==> src/rtl/pss_pkg.sv <==
// constants and types for the protection startup sequencer
package pss_pkg;
  // clock rate
  localparam int unsigned CLK_MHZ     = 200;
  // sequencing times in microseconds
  localparam int unsigned T_CORE_US   = 700;
  localparam int unsigned T_ADDR_US   = 150;
  localparam int unsigned T_CHECK_US  = 2200000;
  localparam int unsigned T_PG_US     = 6000;
  localparam int unsigned T_DLY1_US   = 2500;
  localparam int unsigned T_DLY2_US   = 12500;
  localparam int unsigned T_DLY3_US   = 22500;
  // register byte offsets
  localparam logic [7:0]  OFS_CTRL    = 8'h00;
  localparam logic [7:0]  OFS_STATUS  = 8'h04;
  // control field positions
  localparam int unsigned CTRL_DLY_LSB = 0;
  localparam int unsigned CTRL_THR_LSB = 2;
  localparam int unsigned CTRL_RESTART = 8;
  // status field positions
  localparam int unsigned ST_STATE_LSB = 0;
  localparam int unsigned ST_FLT_LSB   = 8;
  localparam int unsigned ST_PG        = 16;
  localparam int unsigned ST_HYST      = 17;
  localparam int unsigned ST_ADDR_DONE = 18;
  // reset values
  localparam logic [1:0]  DLY_SEL_RST = 2'h0;
  localparam logic [1:0]  THR_SEL_RST = 2'h2;

  typedef enum logic [3:0] {
    ST_CORE,
    ST_ADDR,
    ST_EN_WAIT,
    ST_DELAY,
    ST_CHECK,
    ST_RAMP,
    ST_PG_WAIT,
    ST_RUN,
    ST_FAULT
  } pss_state_e;
endpackage

==> src/rtl/pss_sequencer.sv <==
// startup sequencer and latched fault control with apb registers
`timescale 1ns/1ps
module pss_sequencer #(
  parameter int unsigned CORE_CYC  = pss_pkg::T_CORE_US * pss_pkg::CLK_MHZ,
  parameter int unsigned ADDR_CYC  = pss_pkg::T_ADDR_US * pss_pkg::CLK_MHZ,
  parameter int unsigned CHECK_CYC = pss_pkg::T_CHECK_US * pss_pkg::CLK_MHZ,
  parameter int unsigned PG_CYC    = pss_pkg::T_PG_US * pss_pkg::CLK_MHZ,
  parameter int unsigned DLY1_CYC  = pss_pkg::T_DLY1_US * pss_pkg::CLK_MHZ,
  parameter int unsigned DLY2_CYC  = pss_pkg::T_DLY2_US * pss_pkg::CLK_MHZ,
  parameter int unsigned DLY3_CYC  = pss_pkg::T_DLY3_US * pss_pkg::CLK_MHZ
) (
  // clock and reset
  input  wire logic        pclk,
  input  wire logic        presetn,
  // apb slave
  input  wire logic        psel,
  input  wire logic        penable,
  input  wire logic        pwrite,
  input  wire logic [7:0]  paddr,
  input  wire logic [31:0] pwdata,
  output logic      [31:0] prdata,
  output logic             pready,
  output logic             pslverr,
  // analog monitors
  input  wire logic        core_undervoltage,
  input  wire logic        boost_undervoltage,
  input  wire logic        enable_undervoltage_input,
  input  wire logic        address_resistor_ok,
  input  wire logic        limit_resistor_bad,
  input  wire logic [2:0]  output_below_check_threshold,
  input  wire logic        ss_cap_below_threshold,
  input  wire logic        ramp_done,
  input  wire logic        current_above_upper,
  input  wire logic        current_below_lower,
  // power stage controls
  output logic             pass_switch_on,
  output logic             output_discharge_en,
  output logic             ss_discharge_en,
  output logic             ss_charge_en,
  output logic             power_good_output,
  // address select pin, reused as hysteresis flag
  input  wire logic        address_select_pin_i,
  output logic             address_select_pin_o,
  output logic             address_select_pin_oe,
  // latched fault line, active low, two-way
  input  wire logic        fault_line_i,
  output logic             fault_line_o,
  output logic             fault_line_oe,
  // bus alert, active low open drain
  output logic             bus_alert_o,
  output logic             bus_alert_oe
);

  pss_pkg::pss_state_e state_q, state_d;
  logic [31:0] cnt_q, cnt_d, dly_cyc;
  logic [1:0]  dly_sel_q, thr_sel_q;
  logic        restart_q, keep, leave;
  logic        short_q, ssd_q, moderate_limit_resistor_pin_q, addr_q, core_q, ext_q;
  logic        hyst_q, addr_done_q, pg_q;
  logic        vout_low, check_end, own_fault, stop, clr_lo, post_core;
  logic        wr, rd_setup;

  assign vout_low  = output_below_check_threshold[(thr_sel_q == 2'h3) ?
                     2'h2 : thr_sel_q];
  assign check_end = (state_q == pss_pkg::ST_CHECK) && (cnt_q == 32'h0);
  assign own_fault = short_q | ssd_q | moderate_limit_resistor_pin_q | addr_q | core_q;
  assign stop      = own_fault | ext_q;
  assign clr_lo    = ~enable_undervoltage_input;
  assign post_core = (state_q != pss_pkg::ST_CORE);
  // faults that a restart command cannot clear
  assign keep      = ssd_q | core_q;
  assign leave     = restart_q & ~keep;

  always_comb begin
    unique case (dly_sel_q)
      2'h0: dly_cyc = 32'h0;
      2'h1: dly_cyc = 32'(DLY1_CYC - 1);
      2'h2: dly_cyc = 32'(DLY2_CYC - 1);
      2'h3: dly_cyc = 32'(DLY3_CYC - 1);
    endcase
  end

  // sequencer next state
  always_comb begin
    state_d = state_q;
    cnt_d   = (cnt_q != 32'h0) ? cnt_q - 32'h1 : 32'h0;
    unique case (state_q)
      pss_pkg::ST_CORE: begin
        if (core_undervoltage) begin
          cnt_d = 32'(CORE_CYC - 1);
        end else if (cnt_q == 32'h0) begin
          state_d = pss_pkg::ST_ADDR;
          cnt_d   = 32'(ADDR_CYC - 1);
        end
      end
      pss_pkg::ST_ADDR: begin
        if (cnt_q == 32'h0) begin
          state_d = pss_pkg::ST_EN_WAIT;
        end
      end
      pss_pkg::ST_EN_WAIT: begin
        if (enable_undervoltage_input && !boost_undervoltage) begin
          state_d = pss_pkg::ST_DELAY;
          cnt_d   = dly_cyc;
        end
      end
      pss_pkg::ST_DELAY: begin
        if (cnt_q == 32'h0) begin
          state_d = pss_pkg::ST_CHECK;
          cnt_d   = 32'(CHECK_CYC - 1);
        end
      end
      pss_pkg::ST_CHECK: begin
        if (check_end && vout_low && ss_cap_below_threshold) begin
          state_d = pss_pkg::ST_RAMP;
        end
      end
      pss_pkg::ST_RAMP: begin
        if (ramp_done) begin
          state_d = pss_pkg::ST_PG_WAIT;
          cnt_d   = 32'(PG_CYC - 1);
        end
      end
      pss_pkg::ST_PG_WAIT: begin
        if (cnt_q == 32'h0) begin
          state_d = pss_pkg::ST_RUN;
        end
      end
      pss_pkg::ST_RUN: begin
      end
      pss_pkg::ST_FAULT: begin
        if (leave) begin
          state_d = pss_pkg::ST_EN_WAIT;
        end
      end
      default: begin
        state_d = pss_pkg::ST_CORE;
      end
    endcase
    if (post_core && state_q != pss_pkg::ST_ADDR) begin
      if (stop && !(state_q == pss_pkg::ST_FAULT && leave)) begin
        state_d = pss_pkg::ST_FAULT;
      end else if (clr_lo && state_q != pss_pkg::ST_EN_WAIT) begin
        state_d = pss_pkg::ST_EN_WAIT;
      end
    end
  end

  always_ff @(posedge pclk or negedge presetn) begin
    if (!presetn) begin
      state_q <= pss_pkg::ST_CORE;
      cnt_q   <= 32'(CORE_CYC - 1);
    end else begin
      state_q <= state_d;
      cnt_q   <= cnt_d;
    end
  end

  // latched faults, a set wins over a clear
  always_ff @(posedge pclk or negedge presetn) begin
    if (!presetn) begin
      short_q <= 1'b0;
      ssd_q   <= 1'b0;
      moderate_limit_resistor_pin_q  <= 1'b0;
      addr_q  <= 1'b0;
      core_q  <= 1'b0;
      ext_q   <= 1'b0;
    end else begin
      short_q <= (check_end & ~vout_low) |
                 (short_q & ~(clr_lo | restart_q));
      ssd_q   <= (check_end & ~ss_cap_below_threshold) |
                 (ssd_q & ~clr_lo);
      moderate_limit_resistor_pin_q  <= (post_core & limit_resistor_bad) |
                 (moderate_limit_resistor_pin_q & ~(clr_lo | restart_q));
      addr_q  <= (state_q == pss_pkg::ST_ADDR && cnt_q == 32'h0 &&
                  !address_resistor_ok) |
                 (addr_q & ~(clr_lo | restart_q));
      core_q  <= (post_core & core_undervoltage) | core_q;
      ext_q   <= (~fault_line_i & ~own_fault) |
                 (ext_q & ~(clr_lo | restart_q));
    end
  end

  // address decode completion
  always_ff @(posedge pclk or negedge presetn) begin
    if (!presetn) begin
      addr_done_q <= 1'b0;
    end else begin
      if (state_q == pss_pkg::ST_ADDR && cnt_q == 32'h0) begin
        addr_done_q <= 1'b1;
      end
    end
  end

  // current hysteresis flag
  always_ff @(posedge pclk or negedge presetn) begin
    if (!presetn) begin
      hyst_q <= 1'b0;
    end else if (current_above_upper) begin
      hyst_q <= 1'b1;
    end else if (current_below_lower) begin
      hyst_q <= 1'b0;
    end
  end

  // power good
  always_ff @(posedge pclk or negedge presetn) begin
    if (!presetn) begin
      pg_q <= 1'b0;
    end else begin
      pg_q <= (state_d == pss_pkg::ST_RUN);
    end
  end

  // power stage drive
  assign pass_switch_on = (state_q == pss_pkg::ST_RAMP ||
                           state_q == pss_pkg::ST_PG_WAIT ||
                           state_q == pss_pkg::ST_RUN) && !stop;
  assign output_discharge_en = (state_q == pss_pkg::ST_CHECK);
  assign ss_discharge_en     = (state_q == pss_pkg::ST_CHECK);
  assign ss_charge_en        = pass_switch_on;
  assign power_good_output   = pg_q;

  assign address_select_pin_o  = hyst_q;
  assign address_select_pin_oe = addr_done_q;
  assign fault_line_o  = 1'b0;
  assign fault_line_oe = own_fault;
  assign bus_alert_o   = 1'b0;
  assign bus_alert_oe  = stop;

  // apb slave, no wait states
  assign wr       = psel & penable & pwrite;
  assign rd_setup = psel & ~penable & ~pwrite;
  assign pready   = psel & penable;
  assign pslverr  = pready && paddr != pss_pkg::OFS_CTRL &&
                    paddr != pss_pkg::OFS_STATUS;

  always_ff @(posedge pclk or negedge presetn) begin
    if (!presetn) begin
      dly_sel_q <= pss_pkg::DLY_SEL_RST;
      thr_sel_q <= pss_pkg::THR_SEL_RST;
      restart_q <= 1'b0;
    end else begin
      restart_q <= 1'b0;
      if (wr && paddr == pss_pkg::OFS_CTRL) begin
        dly_sel_q <= pwdata[pss_pkg::CTRL_DLY_LSB +: 2];
        thr_sel_q <= pwdata[pss_pkg::CTRL_THR_LSB +: 2];
        restart_q <= pwdata[pss_pkg::CTRL_RESTART];
      end
    end
  end

  always_ff @(posedge pclk or negedge presetn) begin
    if (!presetn) begin
      prdata <= 32'h0;
    end else if (rd_setup) begin
      prdata <= 32'h0;
      if (paddr == pss_pkg::OFS_CTRL) begin
        prdata[pss_pkg::CTRL_DLY_LSB +: 2] <= dly_sel_q;
        prdata[pss_pkg::CTRL_THR_LSB +: 2] <= thr_sel_q;
      end else if (paddr == pss_pkg::OFS_STATUS) begin
        prdata[pss_pkg::ST_STATE_LSB +: 4] <= state_q;
        prdata[pss_pkg::ST_FLT_LSB +: 6] <=
          {ext_q, core_q, addr_q, moderate_limit_resistor_pin_q, ssd_q, short_q};
        prdata[pss_pkg::ST_PG]        <= pg_q;
        prdata[pss_pkg::ST_HYST]      <= hyst_q;
        prdata[pss_pkg::ST_ADDR_DONE] <= addr_done_q;
      end
    end
  end
endmodule

==> config.mk <==
export PLATFORM = sky130hd
export DESIGN_NAME = pss_sequencer
export DESIGN_NICKNAME = d
export VERILOG_FILES = /design/src/rtl/pss_pkg.sv /design/src/rtl/pss_sequencer.sv
export SDC_FILE = /design/constraint.sdc
export NUM_CORES = 1
export LEC_CHECK = 0
export BUFFER_PORTS_ARGS = -buffer_cell sky130_fd_sc_hd__clkbuf_2
export CAP_MARGIN = 20
export CORE_MARGIN = 8
export CORE_UTILIZATION = 38
export DETAILED_ROUTE_END_ITERATION = 10
export PLACE_DENSITY_LB_ADDON = 0.3
export SYNTH_ARGS = -nofsm -noshare
export SYNTH_HDL_FRONTEND = slang
export SYNTH_SLANG_ARGS = --single-unit
==> constraint.sdc <==
create_clock -name pclk -period 2.7 [get_ports pclk]
set_clock_uncertainty 0.1 [all_clocks]
set_input_delay 0.27 -clock pclk [delete_from_list [all_inputs] [get_ports pclk]]
set_output_delay 0.27 -clock pclk [all_outputs]
set_load 0.01 [all_outputs]
==> Word-level counts from Yosys, hierarchy flattened <==
Index checks and enable logic that the tools add are counted.
{ "op_classes": {"reduce_logical": 28, "n_lt_le_gt_ge": 1, "bitwise_logic": 37, "eq_ne": 17, "n_addsub": 1, "n_mux": 33} }
{ "ops": {"columns": ["operator", "count"], "rows": [
  ["32-bit case mux with 4 select lines", 2],
  ["32-bit two-way mux", 6],
  ["4-bit two-way mux", 14],
  ["4-bit case mux with 9 select lines", 1],
  ["32-bit logical NOT", 1],
  ["32-bit nonzero test", 1],
  ["32-bit by 1-bit subtractor with 32-bit output (second input constant)", 1],
  ["4-bit by 3-bit equality test with 1-bit output (second input constant)", 5],
  ["1-bit AND", 15],
  ["1-bit logical AND", 14],
  ["1-bit bitwise OR", 13],
  ["6-bit two-way mux", 2],
  ["1-bit inverter", 9],
  ["4-bit by 2-bit equality test with 1-bit output (second input constant)", 2],
  ["8-bit by 3-bit equality test with 1-bit output (second input constant)", 1],
  ["8-bit logical NOT", 1],
  ["8-bit by 3-bit != test with 1-bit output (second input constant)", 1],
  ["8-bit nonzero test", 1],
  ["2-bit equality test (second input constant)", 3],
  ["3-bit two-way mux", 2],
  ["4-bit by 1-bit equality test with 1-bit output (second input constant)", 1],
  ["4-bit equality test (second input constant)", 1],
  ["1-bit logical NOT", 4],
  ["4-bit logical NOT", 1],
  ["other kinds (11)", 15]
]} }
{ "word_totals": {"input_bits": 59, "elab_cells": 132, "out_inout_bits": 45, "reg_bits": 63} }

==> Logic depth before layout (Yosys ltp) <==
Gate-level depths: netlist (run 1).
{ "logic_depth": {"ltp_word": 12, "mapped_depth": 9, "depth_no_buf": 7} }

==> Worst setup path before layout (run 1) <==
Ideal clock, no wire load.
{ "synth_path": {"path_kind": "register to register", "start": "register cnt_q[18]", "end": "register cnt_q[0]", "required_time_ns": 2.500, "slack_ns": 0.019, "n_path_buf": 3, "arrival_ns": 2.481, "stages_incl_launch_ff": 9, "synth_period_minus_slack_ns": 2.681, "setup_ns": 0.100, "path_cell_list": "dfrtp_1 > or4_4 > or4_1 > buf_2 > or3_1 > buf_4 > buf_6 > a21oi_1 > o221ai_1"} }
{ "synth_via": {"elab_chain_len": 5, "word_cells_on_any_way": 9, "cone_classes": "mux: 7; reduce/logical: 2"} }
{ "synth_rtl": {"columns": ["item", "line_no", "text"], "rows": [
  ["start: declaration", "pss_sequencer.sv:55", "logic [31:0] cnt_q, cnt_d, dly_cyc;"],
  ["start signal: assignment", "pss_sequencer.sv:152", "cnt_q <= 32'(CORE_CYC - 1);"],
  ["start signal: assignment", "pss_sequencer.sv:155", "cnt_q <= cnt_d;"],
  ["32-bit nonzero test", "pss_sequencer.sv:86", "cnt_d = (cnt_q != 32'h0) ? cnt_q - 32'h1 : 32'h0;"],
  ["32-bit two-way mux", "pss_sequencer.sv:86", null],
  ["32-bit two-way mux", "pss_sequencer.sv:91", "end else if (cnt_q == 32'h0) begin"],
  ["32-bit two-way mux", "pss_sequencer.sv:89", "if (core_undervoltage) begin"],
  ["32-bit case mux with 4 select lines *", "pss_sequencer.sv:87", "unique case (state_q)"],
  ["via cnt_d[0]", "pss_sequencer.sv:55", null]
]} }
Mark *: on every way through the listed nets, which the timed path passes. The rest lies on a longest branch.
A chain may end at the register's enable or synchronous reset.

==> Worst setup path in the final report (run 1) <==
{ "layout_path": {"start": "register cnt_q[18]", "end": "register pg_q, in the netlist power_good_output"} }
{ "layout_via": {"elab_chain_len": 10, "word_cells_on_any_way": 15, "cone_classes": "eq/ne: 1; mux: 10; reduce/logical: 4"} }
{ "layout_rtl": {"columns": ["item", "line_no", "text"], "rows": [
  ["32-bit logical NOT *", null, null],
  ["1-bit logical AND", "pss_sequencer.sv:65", "assign check_end = (state_q == pss_pkg::ST_CHECK) && (cnt_q == 32'h0);"],
  ["1-bit logical AND (2 in series)", "pss_sequencer.sv:114", "if (check_end && vout_low && ss_cap_below_threshold) begin"],
  ["4-bit two-way mux", "pss_sequencer.sv:114", null],
  ["4-bit case mux with 9 select lines *", "pss_sequencer.sv:87", null],
  ["4-bit two-way mux", "pss_sequencer.sv:143", "end else if (clr_lo && state_q != pss_pkg::ST_EN_WAIT) begin"],
  ["4-bit two-way mux", "pss_sequencer.sv:141", "if (stop && !(state_q == pss_pkg::ST_FAULT && leave)) begin"],
  ["4-bit two-way mux *", "pss_sequencer.sv:140", "if (post_core && state_q != pss_pkg::ST_ADDR) begin"],
  ["4-bit by 3-bit equality test with 1-bit output *", "pss_sequencer.sv:211", "pg_q <= (state_d == pss_pkg::ST_RUN);"],
  ["end signal: assignment", "pss_sequencer.sv:211", null],
  ["end: declaration", "pss_sequencer.sv:59", "logic hyst_q, addr_done_q, pg_q;"]
]} }
Every way passes the cells marked *; elsewhere a longest branch is shown, timed or not.

==> summary.md, run 1 <==
| Metric | Value |
|---|---|
| First-pass GRT wire length | `17.11 mm` |
| Final Util | `0.4752` |
| RSZ-0062 raised after global routing | `true` |
| Antenna Cells | `0` |
| Critical path endpoint category | `flip-flop` |
| Commonest cells after routing, fill and taps aside | `clkbuf_2 (54), dfrtp_1 (52), nor2_1 (38), buf_4 (33), nand2_1 (27)` |
| Final wirelength | `10.31 mm` |
| Pwr per Cell Area | `611.4 nW/µm²` |
| Commonest non-fill, non-tap cell in the layout | `clkbuf_2` |
| Placed cell area | `4373 µm²` |
| Reg clk slew, reported paths | `0.08 ns` |
| TritonCTS Buffers | `9` |
| Ports | `104` |
| Violated checks | `negative hold slack` |
| Antenna violations before repair | `0` |
| YS warnings | `0` |
| DR pass1 iterations | `5` |
| I/O Buffers | `54` |
| Max clock buf depth | `2` |
| Core Area | `9819 µm²` |
| Distinct cell type count after synthesis | `62` |
| Internal power | `1.861 mW` |
| Leakage | `2.117 nW` |
| Starting Density | `0.3927` |
| Final hold violations | `8` |
| DRC viols | `0` |
| Top cell type's share of synthesized area | `0.3374` |
| 1st-iter DRT viols | `346` |
| Cells after synthesis | `415` |
| Relative slew slack | `0.4617` |
| Max frequency | `0.3769 GHz` |
| Logic pwr share | `0.307` |
| FP Rows | `36` |
| Die W | `116.7 µm` |
| Hold Crit Class | `in2async` |
| Status | `finished with violations` |
| GRT overflow | `0` |
| Post-synth top area cell | `dfrtp_1` |
| H-tree depth | `3` |
| Seq cells post-synth | `63` |
| Final worst setup slack | `0.04644 ns` |
| Die area | `13630 µm²` |
| Syn Area/Cell | `9.292 µm²` |
| Startpoint types | `flip-flop` |
| Sequential share of the synthesized area | `0.4124` |
| Min cycle time layout | `2.654 ns` |
| Worst path required time | `2.81 ns` |
| Setup Slack @ Placement | `-0.1285 ns` |
| PnR Total Power | `2.852 mW` |
| Final setup vio count | `0` |
| Crit Path Category | `reg2reg` |
| Clk_lat worst skew | `0.35 ns` |
| Root buf cell | `clkbuf_8` |
| Largest net degree at the start of global routing | `64` |
| Switching portion of total power | `0.3477` |
| Total number of vias | `3358` |
| Worst Path Max Fanout | `6` |
| Post-detail-place hpwl | `7.639 mm` |
| Final Non-Filler Cells | `635` |
| Sequential share of power | `0.426` |
| Clock power share | `0.267` |
| Max-Cap Viols | `0` |
| Peak VDD IR | `0.0002307 V` |
| Setup TNS | `0 ns` |
| Asr flop ratio synth | `1.000` |
| Synth top area cells | `dfrtp_1 (34%), dfstp_2 (7.5%), xnor2_1 (5.2%)` |
| Slew Limit Fails | `0` |
| Die H | `116.7 µm` |
| Hold WS | `-0.02002 ns` |
| EDFF count, synth | `0` |
| Arr. time, crit path | `2.77 ns` |
| Gp weighted congestion | `0.8862` |
| Design Area, Final | `4666 µm²` |
| Antenna Violating Nets Remaining | `0` |
| Placed cells | `615` |
| Measured slew at the worst slew-check pin | `0.8075 ns` |
| Net Sw Power | `0.9918 mW` |
| TritonCTS clock tree | `built` |
| WL/cell | `16.23 µm` |
| Synthesized area | `3856 µm²` |
| Final Cycle Share | `0.9828` |
| GRT Util Overall | `0.1606` |
| Area growth from synthesis to layout | `20.99%` |
| Number of global-route vias before repair | `3412` |
| Nets@finish | `561` |
| Post-synth top flop | `dfrtp_1` |
| Clk sink count | `63` |
| DR vias/cell | `5.288` |
| Proportion of layout cells with a drive suffix above 1 | `0.3008` |
[layer usage]
layer	vias up	part of all wire	track usage
li1	1623	-	-
met1	1637	0.45	0.2101
met2	88	0.49	0.2624
met3	10	0.046	0.02172
met4	0	0.013	0.06314
met5	-	0	0
[cell type report]
cell class,instances,area (µm²)
Tap cell,133,166.4
Clock inverter,6,46.29
Timing Repair Buffer,93,599.3
Inverter,10,37.54
Sequential cell,63,1590
Multi-Input combinational cell,320,2088
Clock buffer,10,137.6
Fill cell,963,5154
[final timing paths]
check / start / to / slack [ns] / cells past startpoint
worst max-delay path: cnt_q[18] / power_good_output / 0.05 / 6
worst min-delay path: presetn / thr_sel_q[0] / -0.02 / 2
worst max register to register: cnt_q[18] / power_good_output / 0.05 / 6
worst min register to register: prdata[2] / prdata[2] / 0.39 / 2
max in group asynchronous: presetn / addr_q / 1.97 / 2
min in group pclk: address_resistor_ok / addr_q / 0.02 / 2
[timing repair]
item / CTS / global route
gates resized for setup: 7 / 4
pin swaps: 1 / 2
hold endpoints to repair: 3 / 0
setup buffers: 1 / 0
setup endpoints to repair: 27 / 6
hold buffers: 3 / 0
[critical path: stages (launching register included)]
cell and delay (ns):
dfrtp_1 0.39, or4_4 0.55, or4_4 0.57, or3_4 0.40
buf_4 0.18, a211oi_4 0.26, a2111oi_4 0.07
[cell usage after synthesis, types with 6 or more instances]
library cell,instances
dfrtp_1,52
nor2_1,38
nand2_1,27
buf_4,25
o21ai_0,25
xnor2_1,23
nor3_1,20
a21oi_1,17
nor4_1,17
a22o_1,11
dfstp_2,11
clkbuf_1,10
inv_1,10
or2_2,10
nand3_1,9
mux2i_1,8
or4_1,8
o211ai_1,7
or3_1,6
[power by group through the flow]
stage | clock (mW) | combinational, mW | sequential (mW)
after floorplan | 0 | 0.598 | 1.21
after global placement | 0 | 0.803 | 1.22
after detailed placement | 0 | 0.814 | 1.23
after CTS | 0.779 | 0.852 | 1.21
after global routing | 0.822 | 0.962 | 1.23
final | 0.761 | 0.876 | 1.22
[registers in the layout, summed over array words and instances (netlist names)]
| register | count |
|---|---|
| power_good_output | 1 |
| short_q | 1 |
| restart_q | 1 |
| address_select_pin_o | 1 |
| thr_sel_q | 2 |
| moderate_limit_resistor_pin_q | 1 |
| cnt_q | 32 |
| ssd_q | 1 |
| state_q | 4 |
| prdata | 13 |
| address_select_pin_oe | 1 |
| addr_q | 1 |
| dly_sel_q | 2 |
| ext_q | 1 |
| core_q | 1 |
[cell families after synthesis]
| kind of cell | after synthesis | share of synthesized area |
|---|---|---|
| simple gates | 164 | 0.2323 |
| flops | 63 | 0.4124 |
| fa+ha+maj | 5 | 0.01622 |
| compound gates | 92 | 0.1629 |
| other cells | 1 | 0.0009725 |
| mux | 13 | 0.03537 |
| xor+xnor | 25 | 0.05678 |
| buf+inv | 52 | 0.08306 |
Note: power is estimated with default switching activity, not from simulation.
==> inputs of run 2 (changes only) <==
PLACE_DENSITY = 0.75   (was not set)
PLACE_DENSITY_LB_ADDON = not set   (was 0.3)
==> summary.md, run 2 (synthesis gave the netlist of run 1 again) <==
| Metric | Value |
|---|---|
| Status | `complete, no violations` |
| Clk_lat worst skew | `0.35 ns` |
| Largest net degree at the start of global routing | `41` |
| H-tree depth | `3` |
| Reg-to-reg critical path endpoint | `power_good_output` |
| Reg2Reg Setup Slack | `0.08 ns` |
| TritonCTS clock tree | `built` |
| Hold Crit Class | `in2reg` |
| Worst Path Max Fanout | `6` |
| FP Rows | `36` |
| Pwr per Cell Area | `626.4 nW/µm²` |
| Design Area, Final | `4653 µm²` |
| Worst path required time | `2.82 ns` |
| Measured slew at the worst slew-check pin | `0.6248 ns` |
| Final setup vio count | `0` |
| Leakage | `2.126 nW` |
| Min cycle time layout | `2.620 ns` |
| Die area | `13630 µm²` |
| Min-delay src | `current_above_upper` |
| Commonest cells after routing, fill and taps aside | `clkbuf_2 (54), dfrtp_1 (52), nor2_1 (38), buf_4 (32), nand2_1 (27)` |
| Post-detail-place hpwl | `7.652 mm` |
| Critical path endpoint category | `flip-flop` |
| Die H | `116.7 µm` |
| Root buf cell | `clkbuf_8` |
| Hold Path Stages | `2` |
| 1st-iter DRT viols | `324` |
| Core Area | `9819 µm²` |
| Largest Register | `cnt_q` |
| Antenna Violating Nets Remaining | `0` |
| DRC viols | `0` |
| Arr. time, crit path | `2.74 ns` |
| Ports | `104` |
| Antenna violations before repair | `0` |
| Max frequency | `0.3816 GHz` |
| Relative slew slack | `0.5835` |
| Clk sink count | `63` |
| Startpoint types | `flip-flop` |
| Fillers | `946` |
| Final worst setup slack | `0.07953 ns` |
| Final hold violations | `0` |
| First-pass GRT wire length | `16.54 mm` |
| Largest regs | `cnt_q: 32 flops, prdata: 13 flops, state_q: 4 flops` |
| Max-Cap Viols | `0` |
| Area growth from synthesis to layout | `20.67%` |
| Starting Density | `0.3927` |
| FF/Latch Area | `1590 µm²` |
| Final Util | `0.4739` |
| Peak VDD IR | `0.0002197 V` |
| Post-CTS Setup Bufs | `0` |
| Max reg flops | `32` |
| Nets@finish | `558` |
| WL/cell | `15.95 µm` |
| TritonCTS Buffers | `9` |
| GRT Util Overall | `0.1543` |
| Gp weighted congestion | `0.9441` |
| Reg clk slew, reported paths | `0.08 ns` |
| DR vias/cell | `5.339` |
| GRT overflow | `0` |
| Antenna Cells | `0` |
| Die W | `116.7 µm` |
| Final Cycle Share | `0.9705` |
| Commonest non-fill, non-tap cell in the layout | `clkbuf_2` |
| Area of the multi-input gates | `2098 µm²` |
| Final wirelength | `10.08 mm` |
| DR pass1 iterations | `7` |
| Worst r2r src | `cnt_q[18]` |
| Number of global-route vias before repair | `3310` |
| Reg2Reg Depth | `6` |
| Setup Slack @ Placement | `-0.1293 ns` |
| Crit Path Category | `reg2reg` |
| Slew Limit Fails | `0` |
| Max clock buf depth | `2` |
| I/O Buffers | `54` |
| Proportion of layout cells with a drive suffix above 1 | `0.3026` |
| Hold worst-path end | `address_select_pin_o` |
| Placed cell area | `4373 µm²` |
| Total number of vias | `3374` |
run 2: worst max-delay path by stage:
stage	start	end	slack, ns	cells past startpoint
final	cnt_q[18]	power_good_output	0.08	6
after global routing	cnt_q[18]	cnt_q[2]	-0.00009	7
after CTS	cnt_q[18]	power_good_output	0.005	7
after detailed placement	cnt_q[27]	state_q[0]	-0.13	7
after global placement	cnt_q[27]	power_good_output	-0.08	7
after floorplan	cnt_q[18]	cnt_q[0]	0.02	8
run 2: critical path, cell delays in order, from the launching register on:
cell       delay, ns
dfrtp_1         0.38
or4_4           0.53
or4_4           0.55
or3_4           0.38
buf_4           0.17
a211oi_4        0.30
a2111oi_4       0.07
run 2: routing by layer:
layer,GRT usage,up-vias,part of all wire
met5,0,-,0
met4,0.05375,0,0.011
met3,0.03154,12,0.057
met2,0.2489,99,0.48
met1,0.2004,1653,0.45
li1,-,1610,-
run 2: report_power, final:
part / total, mW / switching [mW] / internal [mW]
combinational: 0.886 / 0.485 / 0.401
clock: 0.811 / 0.388 / 0.423
sequential: 1.22 / 0.111 / 1.11
run 2: metrics by stage:
stage | power, mW | TNS, ns | std cells | hold WS (ns)
global route | 3.075 | -0.00009259 | 632 | 0.003553
CTS | 2.891 | 0 | 632 | 0.001446
floorplan | 1.808 | 0 | 435 | -0.1256
detailed placement | 2.057 | -0.2713 | 615 | 0.2145
finish | 2.915 | 0 | 632 | 0.004359
global placement | 2.029 | -0.1424 | 615 | 0.1986
run 2: cell type report:
cell class | count | area share
Clock buffer | 10 | 0.02743
Multi-Input combinational cell | 320 | 0.4509
Sequential cell | 63 | 0.3418
Tap cell | 133 | 0.03576
Timing Repair Buffer | 90 | 0.1229
Inverter | 10 | 0.008067
Clock inverter | 6 | 0.01318
run 2: what timing repair did:
item / 4_1_cts / 5_1_grt
hold buffers: 1 / 0
hold endpoints to repair: 19 / 0
endpoints found under the setup margin: 9 / 8
resized for setup: 9 / 4
pin swaps: 1 / 5
